===== config.mk =====
export PLATFORM = sky130hd
export DESIGN_NAME = ddr2_cmd_front
export DESIGN_NICKNAME = d
export VERILOG_FILES = /design/src/ddr2_cmd_pkg.sv /design/src/ddr2_sync2.sv /design/src/ddr2_burst_ctr.sv /design/src/ddr2_cmd_front.sv
export SDC_FILE = /design/constraint.sdc
export NUM_CORES = 1
export LEC_CHECK = 0
export ABC_AREA = 1
export BUFFER_PORTS_ARGS = -buffer_cell sky130_fd_sc_hd__buf_2
export CORE_MARGIN = 2
export CORE_UTILIZATION = 53
export DETAILED_ROUTE_END_ITERATION = 7
export MAX_ROUTING_LAYER = met4
export PLACE_DENSITY = 0.78
export SYNTH_ARGS = -nofsm -noshare
export SYNTH_HDL_FRONTEND = slang
export SYNTH_SLANG_ARGS = --single-unit

===== constraint.sdc =====
create_clock -name clk_i -period 1.92 [get_ports clk_i]
set_clock_uncertainty 0.1 [all_clocks]
set_input_delay 0.288 -clock clk_i [delete_from_list [all_inputs] [get_ports clk_i]]
set_output_delay 0.288 -clock clk_i [all_outputs]
set_load 0.005 [all_outputs]

===== src/ddr2_cmd_pkg.sv =====
// Constants for the DDR2 command and address front end
`default_nettype none
package ddr2_cmd_pkg;
  localparam int BANK_W = 2;
  localparam int ADDR_W = 13;
  localparam int COL_W = 9;
  localparam int AP_BIT = 10;
  localparam int BURST_SHORT = 4;
  localparam int BURST_LONG = 8;
  // Mode register bit positions used by this block
  localparam int MR_BL_LSB = 0;
  localparam int MR_BT_BIT = 3;
  localparam int EMR_ODT_LO_BIT = 2;
  localparam int EMR_ODT_HI_BIT = 6;
  localparam logic [2:0] MR_BL_FOUR = 3'h2;
  localparam logic [2:0] MR_BL_EIGHT = 3'h3;
  localparam logic [ADDR_W-1:0] MR_RESET = 13'h0002;
  localparam logic [ADDR_W-1:0] EMR_RESET = 13'h0000;
  localparam logic [1:0] MRS_BASE = 2'h0;
  localparam logic [1:0] MRS_EXT1 = 2'h1;
  // Command codes {ras_n, cas_n, we_n}
  localparam logic [2:0] CMD_MRS = 3'h0;
  localparam logic [2:0] CMD_REF = 3'h1;
  localparam logic [2:0] CMD_PRE = 3'h2;
  localparam logic [2:0] CMD_ACT = 3'h3;
  localparam logic [2:0] CMD_WR = 3'h4;
  localparam logic [2:0] CMD_RD = 3'h5;
  localparam logic [2:0] CMD_NOP = 3'h7;
  typedef enum logic [2:0] {PWR_ON, PWR_PRE_PD, PWR_ACT_PD, PWR_SELF} pwr_e;
endpackage
`default_nettype wire


===== src/ddr2_sync2.sv =====
// Two flip-flop synchroniser for one level
`default_nettype none
module ddr2_sync2 (
  input wire logic clk_i,
  input wire logic rstn_i,
  input wire logic d_i,
  output logic q_o
);
  logic meta_q;
  always_ff @(posedge clk_i or negedge rstn_i) begin
    if (!rstn_i) begin
      meta_q <= 1'b0;
      q_o <= 1'b0;
    end else begin
      meta_q <= d_i;
      q_o <= meta_q;
    end
  end
endmodule
`default_nettype wire


===== src/ddr2_burst_ctr.sv =====
// Burst beat counter with sequential or interleaved column order
`default_nettype none
module ddr2_burst_ctr import ddr2_cmd_pkg::*; #(
  parameter int COLS = COL_W
) (
  input wire logic clk_i,
  input wire logic rstn_i,
  input wire logic start_i,
  input wire logic step_i,
  input wire logic [COLS-1:0] col_i,
  input wire logic long_i,
  input wire logic interleave_i,
  output logic busy_o,
  output logic last_o,
  output logic [COLS-1:0] col_o
);
  logic [2:0] beat_q;
  logic [COLS-1:0] base_q;
  logic [2:0] off;
  logic [2:0] max;
  logic [2:0] low;
  assign max = long_i ? 3'(BURST_LONG - 1) : 3'(BURST_SHORT - 1);
  // Interleave xors the beat into the start column, sequential wraps inside the burst
  assign off = interleave_i ? (base_q[2:0] ^ beat_q) : (base_q[2:0] + beat_q);
  assign low = long_i ? off : {base_q[2], off[1:0]};
  assign col_o = {base_q[COLS-1:3], low};
  assign last_o = busy_o && (beat_q == max);
  always_ff @(posedge clk_i or negedge rstn_i) begin
    if (!rstn_i) begin
      beat_q <= 3'h0;
      base_q <= '0;
      busy_o <= 1'b0;
    end else if (start_i) begin
      beat_q <= 3'h0;
      base_q <= col_i;
      busy_o <= 1'b1;
    end else if (busy_o && step_i) begin
      beat_q <= beat_q + 3'h1;
      if (beat_q == max) begin
        busy_o <= 1'b0;
      end
    end
  end
endmodule
`default_nettype wire


===== src/ddr2_cmd_front.sv =====
// DDR2 command, address and control decode front end
`default_nettype none
module ddr2_cmd_front import ddr2_cmd_pkg::*; #(
  parameter int BANKS = 4,
  parameter int DQ_W = 16
) (
  input wire logic clk_i,
  input wire logic rstn_i,
  input wire logic ck_i,
  input wire logic cke_i,
  input wire logic cs_n_i,
  input wire logic ras_n_i,
  input wire logic cas_n_i,
  input wire logic we_n_i,
  input wire logic [BANK_W-1:0] ba_i,
  input wire logic [ADDR_W-1:0] addr_i,
  input wire logic odt_i,
  input wire logic [DQ_W-1:0] dq_i,
  input wire logic lower_byte_write_mask_i,
  input wire logic upper_byte_write_mask_i,
  input wire logic lower_byte_strobe_i,
  input wire logic upper_byte_strobe_i,
  input wire logic [DQ_W-1:0] rd_data_i,
  output logic [DQ_W-1:0] dq_o,
  output logic dq_oe_n_o,
  output logic lower_byte_strobe_o,
  output logic upper_byte_strobe_o,
  output logic strobe_oe_n_o,
  output logic [BANK_W-1:0] act_bank_o,
  output logic [ADDR_W-1:0] act_row_o,
  output logic act_pulse_o,
  output logic [BANK_W-1:0] rw_bank_o,
  output logic [COL_W-1:0] rw_col_o,
  output logic rd_pulse_o,
  output logic wr_pulse_o,
  output logic auto_pre_o,
  output logic pre_pulse_o,
  output logic [BANKS-1:0] pre_banks_o,
  output logic ref_pulse_o,
  output logic [BANKS-1:0] open_banks_o,
  output logic [ADDR_W-1:0] mode_reg_o,
  output logic [ADDR_W-1:0] ext_mode_reg_o,
  output logic [COL_W-1:0] beat_col_o,
  output logic rd_beat_o,
  output logic [DQ_W-1:0] wr_data_o,
  output logic [1:0] wr_byte_en_o,
  output logic wr_beat_o,
  output logic odt_on_o,
  output logic clocks_on_o,
  output logic cmd_buf_on_o,
  output logic odt_buf_on_o,
  output logic [2:0] pwr_state_o
);
  logic ck_s;
  logic cke_s;
  logic cs_n_s;
  logic ras_n_s;
  logic cas_n_s;
  logic we_n_s;
  logic odt_s;
  logic lstb_s;
  logic ustb_s;
  logic lm_s;
  logic um_s;
  logic ck_q;
  logic lstb_q;
  logic ustb_q;
  // Upper byte lane is captured at its own strobe edge
  logic [DQ_W/2-1:0] upper_byte_q;
  logic upper_en_q;
  logic [BANK_W-1:0] ba_s;
  logic [ADDR_W-1:0] addr_s;
  logic [DQ_W-1:0] dq_s;
  pwr_e pwr_q;
  logic cke_q;
  logic rd_busy_q;
  logic [BANKS-1:0] open_q;
  logic [DQ_W-1:0] rd_hold_q;

  // Every pin is brought into clk_i before any decode looks at it
  localparam int NSYNC = 11 + BANK_W + ADDR_W + DQ_W;
  logic [NSYNC-1:0] pin_raw, pin_s;
  assign pin_raw = {ck_i, cke_i, cs_n_i, ras_n_i, cas_n_i, we_n_i, odt_i,
                    lower_byte_strobe_i, upper_byte_strobe_i,
                    lower_byte_write_mask_i, upper_byte_write_mask_i, ba_i, addr_i, dq_i};
  for (genvar g = 0; g < NSYNC; g++) begin : g_sync
    ddr2_sync2 u_sync (.clk_i(clk_i), .rstn_i(rstn_i), .d_i(pin_raw[g]), .q_o(pin_s[g]));
  end
  assign {ck_s, cke_s, cs_n_s, ras_n_s, cas_n_s, we_n_s, odt_s, lstb_s, ustb_s,
          lm_s, um_s, ba_s, addr_s, dq_s} = pin_s;

  // Clock edges found by sampling the link clock
  wire ck_rise = ck_s && !ck_q;
  wire ck_fall = !ck_s && ck_q;
  wire ck_cross = ck_rise || ck_fall;
  wire stb_edge = lstb_s ^ lstb_q;
  wire ustb_edge = ustb_s ^ ustb_q;
  // Upper byte rides its own strobe; held until the lower strobe paces the beat
  wire [DQ_W/2-1:0] upper_data = ustb_edge ? dq_s[DQ_W-1 -: DQ_W/2] : upper_byte_q;
  wire upper_en = ustb_edge ? !um_s : upper_en_q;

  wire powered = (pwr_q == PWR_ON);
  wire all_idle = (open_q == '0);
  // Command accepted only at a rising edge with CKE held and chip selected
  wire [2:0] cmd = {ras_n_s, cas_n_s, we_n_s};
  wire cmd_take = ck_rise && powered && cke_s && cke_q && !cs_n_s;
  wire is_act = cmd_take && (cmd == CMD_ACT);
  wire is_rd = cmd_take && (cmd == CMD_RD);
  wire is_wr = cmd_take && (cmd == CMD_WR);
  wire is_pre = cmd_take && (cmd == CMD_PRE);
  wire is_mrs = cmd_take && (cmd == CMD_MRS);
  wire is_ref = cmd_take && (cmd == CMD_REF);
  // Refresh with CKE falling and every bank closed is self refresh entry
  wire self_entry = ck_rise && powered && cke_q && !cke_s && !cs_n_s &&
                    (cmd == CMD_REF) && all_idle;
  wire pd_entry = ck_rise && powered && cke_q && !cke_s && !self_entry;
  wire pd_exit = ck_rise && cke_s && (pwr_q == PWR_PRE_PD || pwr_q == PWR_ACT_PD);
  // Self refresh leaves on CKE alone; the link clock may be stopped
  wire self_exit = (pwr_q == PWR_SELF) && cke_s;

  wire [BANKS-1:0] bank_hot = BANKS'(1) << ba_s;
  wire [BANKS-1:0] pre_set = addr_s[AP_BIT] ? {BANKS{1'b1}} : bank_hot;
  wire long_burst = (mode_reg_o[MR_BL_LSB +: 3] == MR_BL_EIGHT);
  wire interleave = mode_reg_o[MR_BT_BIT];
  wire odt_enabled = ext_mode_reg_o[EMR_ODT_LO_BIT] || ext_mode_reg_o[EMR_ODT_HI_BIT];
  logic burst_busy, burst_last;

  ddr2_burst_ctr #(.COLS(COL_W)) u_burst (
    .clk_i(clk_i),
    .rstn_i(rstn_i),
    .start_i(is_rd || is_wr),
    .step_i(rd_busy_q ? ck_cross : stb_edge),
    .col_i(addr_s[COL_W-1:0]),
    .long_i(long_burst),
    .interleave_i(interleave),
    .busy_o(burst_busy),
    .last_o(burst_last),
    .col_o(beat_col_o)
  );

  wire rd_step = rd_busy_q && burst_busy && ck_cross;
  wire wr_step = !rd_busy_q && burst_busy && stb_edge && powered;
  assign clocks_on_o = powered;
  assign cmd_buf_on_o = powered;
  assign odt_buf_on_o = (pwr_q != PWR_SELF);
  assign pwr_state_o = pwr_q;
  assign open_banks_o = open_q;
  assign rd_beat_o = rd_step;
  // Device owns the strobe and data only while a read burst runs
  assign dq_oe_n_o = !(rd_busy_q && burst_busy && powered);
  assign strobe_oe_n_o = dq_oe_n_o;
  assign lower_byte_strobe_o = ck_q;
  assign upper_byte_strobe_o = ck_q;
  assign dq_o = rd_hold_q;

  always_ff @(posedge clk_i or negedge rstn_i) begin
    if (!rstn_i) begin
      ck_q <= 1'b0;
      lstb_q <= 1'b0;
      ustb_q <= 1'b0;
      upper_byte_q <= '0;
      upper_en_q <= 1'b0;
      cke_q <= 1'b0;
    end else begin
      ck_q <= ck_s;
      lstb_q <= lstb_s;
      ustb_q <= ustb_s;
      // CKE is judged against its level at the previous link rising edge,
      // since the pin settles long before the edge that registers it
      if (ck_rise) begin
        cke_q <= cke_s;
      end
      if (ustb_edge) begin
        upper_byte_q <= dq_s[DQ_W-1 -: DQ_W/2];
        upper_en_q <= !um_s;
      end
    end
  end

  always_ff @(posedge clk_i or negedge rstn_i) begin
    if (!rstn_i) begin
      pwr_q <= PWR_ON;
    end else begin
      case (pwr_q)
        PWR_ON: begin
          if (self_entry) begin
            pwr_q <= PWR_SELF;
          end else if (pd_entry) begin
            pwr_q <= all_idle ? PWR_PRE_PD : PWR_ACT_PD;
          end
        end
        PWR_PRE_PD, PWR_ACT_PD: begin
          if (pd_exit) begin
            pwr_q <= PWR_ON;
          end
        end
        PWR_SELF: begin
          if (self_exit) begin
            pwr_q <= PWR_ON;
          end
        end
        default: pwr_q <= PWR_ON;
      endcase
    end
  end

  always_ff @(posedge clk_i or negedge rstn_i) begin
    if (!rstn_i) begin
      open_q <= '0;
      act_bank_o <= '0;
      act_row_o <= '0;
      rw_bank_o <= '0;
      rw_col_o <= '0;
      auto_pre_o <= 1'b0;
      pre_banks_o <= '0;
      mode_reg_o <= MR_RESET;
      ext_mode_reg_o <= EMR_RESET;
      rd_busy_q <= 1'b0;
    end else begin
      if (is_act) begin
        act_bank_o <= ba_s;
        act_row_o <= addr_s;
        open_q <= open_q | bank_hot;
      end else if (is_pre) begin
        pre_banks_o <= pre_set;
        open_q <= open_q & ~pre_set;
      end else if (burst_last && auto_pre_o && (rd_step || wr_step)) begin
        open_q <= open_q & ~(BANKS'(1) << rw_bank_o);
      end
      if (is_rd || is_wr) begin
        rw_bank_o <= ba_s;
        rw_col_o <= addr_s[COL_W-1:0];
        auto_pre_o <= addr_s[AP_BIT];
        rd_busy_q <= is_rd;
      end
      if (is_mrs && ba_s == MRS_BASE) begin
        mode_reg_o <= addr_s;
      end
      if (is_mrs && ba_s == MRS_EXT1) begin
        ext_mode_reg_o <= addr_s;
      end
    end
  end

  always_ff @(posedge clk_i or negedge rstn_i) begin
    if (!rstn_i) begin
      act_pulse_o <= 1'b0;
      rd_pulse_o <= 1'b0;
      wr_pulse_o <= 1'b0;
      pre_pulse_o <= 1'b0;
      ref_pulse_o <= 1'b0;
      odt_on_o <= 1'b0;
      rd_hold_q <= '0;
      wr_data_o <= '0;
      wr_byte_en_o <= 2'h0;
      wr_beat_o <= 1'b0;
    end else begin
      act_pulse_o <= is_act;
      rd_pulse_o <= is_rd;
      wr_pulse_o <= is_wr;
      pre_pulse_o <= is_pre;
      ref_pulse_o <= is_ref;
      if (ck_rise) begin
        odt_on_o <= odt_s && odt_enabled && (pwr_q != PWR_SELF);
      end
      if (rd_step) begin
        rd_hold_q <= rd_data_i;
      end
      wr_beat_o <= wr_step;
      if (wr_step) begin
        // Beats are paced by the lower strobe alone
        wr_data_o <= {upper_data, dq_s[DQ_W/2-1:0]};
        wr_byte_en_o <= {upper_en, !lm_s};
      end
    end
  end
endmodule
`default_nettype wire


==> impl_metrics.csv <==
group,metric,value,unit
status,status,"finished, violations left",
status,violations,"negative setup slack",
cts,cts_made_buffers,21,
cts,clockBufferDepth,3,
timing,fin_crit,2.369,ns
grt,grt_overflow,0,
job,max_cap_viol_count,0,
setup_path,worstPathCellList,"ha_2 > fa_2 > inv_2 > nor2_2 > nand2_1 > nand3b_1 > xnor2_2 > buf_2",
grt,antenna_found_initial,0,
grt,grt_pass1_vias,5175,
routing,drc_errors,0,
synthesis,netlist_instances,639,
timing,setup_viol,3,
setup_path,max_stage_delay,0.38,ns
power,peakVddDrop,788.4,uV
cells_and_area,area_growth,33.86,%
setup_path,path_class,"reg -> out",
place,gp_congestion,0.8177,
die,die-height,122.1,um
die,start_util,0.5369,
power,power.density,1105,nW/um2
die,ioPinCount,182,
setup_path,cp_max_fo,2,
cts,clock-root-buffer,"clkbuf_16",
cts,clk_latency,0.48,ns
synthesis,yosysSeqAreaShare,0.6973,
synthesis,ys_types,32,
routing,routed_wl,16.47,mm
die,core,13770,um2
routing,routedWlPerCell,15.07,um
grt,grtUsageTotal,0.2313,
cells_and_area,final_net_count,966,
routing,vias,5223,
cts,path_clk_slew,0.06,ns
synthesis,syn_area_per_cell,11.57,um2
routing,ant_nets,0,
synthesis,ys_ff_latch,206,
routing,drt_iter0_drc,309,
setup_path,cp.arrival,1.98,ns
setup_path,path_buf_inv,2,
timing,grt_setup_unrepaired,"true",
min_path,min_path_type,"in -> async",
setup_path,cp_top_family,"adder cells",
place,portBuffers,180,
grt,grt_max_degree,53,
timing,drv_slew,0,
cts,cts.sinks,206,
setup_path,worst_path_max_delay_cell,"dfrtp_1",
timing,hold_slack,0.2232,ns
timing,fmax,0.4221,GHz
cells_and_area,drive_above_1_share,0.3286,
timing,fin_crit_sh,1.234,
setup_path,crit_path_end_kind,"primary output",
timing,postLayoutSetupSlackWorst,-0.4491,ns
synthesis,ys_warn_count,0,
die,die_w,122.1,um
synthesis,syn_nets,706,
power,power.leakage,5.240,nW
routing,vias_per_cell,4.779,
cts,tritoncts,"yes",
timing,finalHoldViolations,0,
cells_and_area,diodes,0,
grt,grt_first_pass_wirelength,26.17,mm
cts,cts_max_level,1,
synthesis,syn-cell-area,7395,um2
timing,tns,-0.8772,ns
routing,first_pass_iters,4,
die,rows,43,
setup_path,required,1.53,ns
setup_path,start_kind,"register",
die,dieArea,14910,um2
place,hpwl,10.73,mm
-- area by class of cell --
cell class                      instances  area (um2)
Fill cell                             961        3875
Clock buffer                           30       599.3
Sequential cell                       206        5156
Multi-Input combinational cell        356        1857
Clock inverter                          7       110.1
Timing Repair Buffer                  265        1752
Tap cell                              180       225.2
Inverter                               49       198.9
-- per-stage QoR --
| step | cells | area, um2 | power [mW] | util | setup slack (ns) |
|---|---|---|---|---|---|
| CTS | 1090 | 9854 | 11.00 | 0.7155 | -0.5126 |
| global placement | 991 | 8506 | 6.648 | 0.6176 | -0.08315 |
| global route | 1093 | 9898 | 11.47 | 0.7187 | -0.5269 |
| finish | 1093 | 9898 | 10.94 | 0.7187 | -0.4491 |
| detailed placement | 991 | 8506 | 6.724 | 0.6176 | -0.09716 |
| floorplan | 639 | 7395 | 5.914 | - | 0.1425 |
-- state kept, by name (all words and copies together) (netlist names), 3 cells and up --
signal	cells
g_sync.u_sync.meta_q	42
open_banks_o	4
mode_reg_o	13
g_sync.u_sync.q_o	42
upper_byte_q	8
act_row_o	13
rw_col_o	9
pre_banks_o	4
ext_mode_reg_o	13
u_burst.beat_q	3
wr_data_o	16
dq_o	16
-- per-layer routing --
metal,global-route usage,wire length [um]
met1,0.3199,7219
met4,0.06753,359
met3,0.03418,734
met2,0.3617,8158
met5,-,0
-- where the power goes --
part	leakage [nW]	switching, mW	internal [mW]	total (mW)
registers	2.55	0.309	4.85	5.16
logic	2.34	0.867	0.773	1.64
clock network	0.351	1.57	2.57	4.14
total	5.24	2.74	8.19	10.9
-- worst register-to-register path, cell delays in order, from the launching register on --
cell and delay [ns]:
dfrtp_1 0.40, inv_1 0.12, ha_4 0.19, nand3_4 0.10, nor2_8 0.19, buf_4 0.17
nand3_4 0.07, buf_12 0.18, nand2_1 0.10, o21ai_2 0.05
-- cells in the final DEF, fill, tap and decap left out, drive strengths merged --
cell type	synthesis	routed
dlygate4sd3	0	59
clkinvlp	0	1
clkinv	4	7
ha	6	6
nand4	2	2
xnor2	2	2
nand3b	2	2
dfrtp	205	205
bufinv	0	3
nor3	4	4
buf	28	205
nand3	25	25
o21ai	75	75
dfstp	1	1
o2111ai	1	1
a21oi	4	4
nand2	217	217
nor2	15	15
fa	1	1
mux2	1	1
conb	1	1
clkbuf	0	31
inv	45	45
-- synthesized netlist by cell type (all sizes together) --
cell / instances / share of area
a21oi: 4 / 0.0032
nand3b: 2 / 0.0020
inv: 45 / 0.023
xnor2: 2 / 0.0024
buf: 28 / 0.030
nand3: 25 / 0.024
nor2: 15 / 0.011
dfstp: 1 / 0.0036
nand4: 2 / 0.0017
fa: 1 / 0.0027
mux2: 1 / 0.0015
dfrtp: 205 / 0.69
o21ai: 75 / 0.070
nor3: 4 / 0.0041
clkinv: 4 / 0.0029
ha: 6 / 0.010
conb: 1 / 0.00051
o2111ai: 1 / 0.0012
nand2: 217 / 0.11
-- path summary, 6_finish.rpt --
check | startpoint | to | slack [ns] | cells past startpoint
setup / recovery | rw_col_o[0] | beat_col_o[2] | -0.45 | 8
hold / removal | rstn_i | g_sync[13].u_sync.q_o | 0.22 | 2
setup reg to reg | pwr_state_o[0] | ext_mode_reg_o[1] | 0.13 | 9
hold reg to reg | g_sync[2].u_sync.meta_q | g_sync[2].u_sync.q_o | 0.25 | 0
max in group asynchronous | rstn_i | open_banks_o[3] | 0.82 | 3
min in group clk_i | g_sync[2].u_sync.meta_q | g_sync[2].u_sync.q_o | 0.25 | 0
-- cells by family (layout without fill, tap and decap cells) --
kind of cell             Yosys count  after routing  synth area share
adder cells (fa/ha/maj)            7              7           0.01286
AO/OA/AOI/OAI                     80             80           0.07394
other                              1              1         0.0005071
XOR/XNOR                           2              2          0.002369
AND/OR/NAND/NOR                  265            265            0.1555
flip-flops                       206            206            0.6973
buffers and inverters             77            351           0.05601
multiplexers                       1              1          0.001523
-- timing repair --
item,CTS,global route
pin swaps,3,3
setup endpoints to repair,10,25
endpoints found under the hold margin,103,0
buffers inserted,3,3
hold buffers,59,0
resized for setup,8,4
Power figures use the tool's default switching activity.
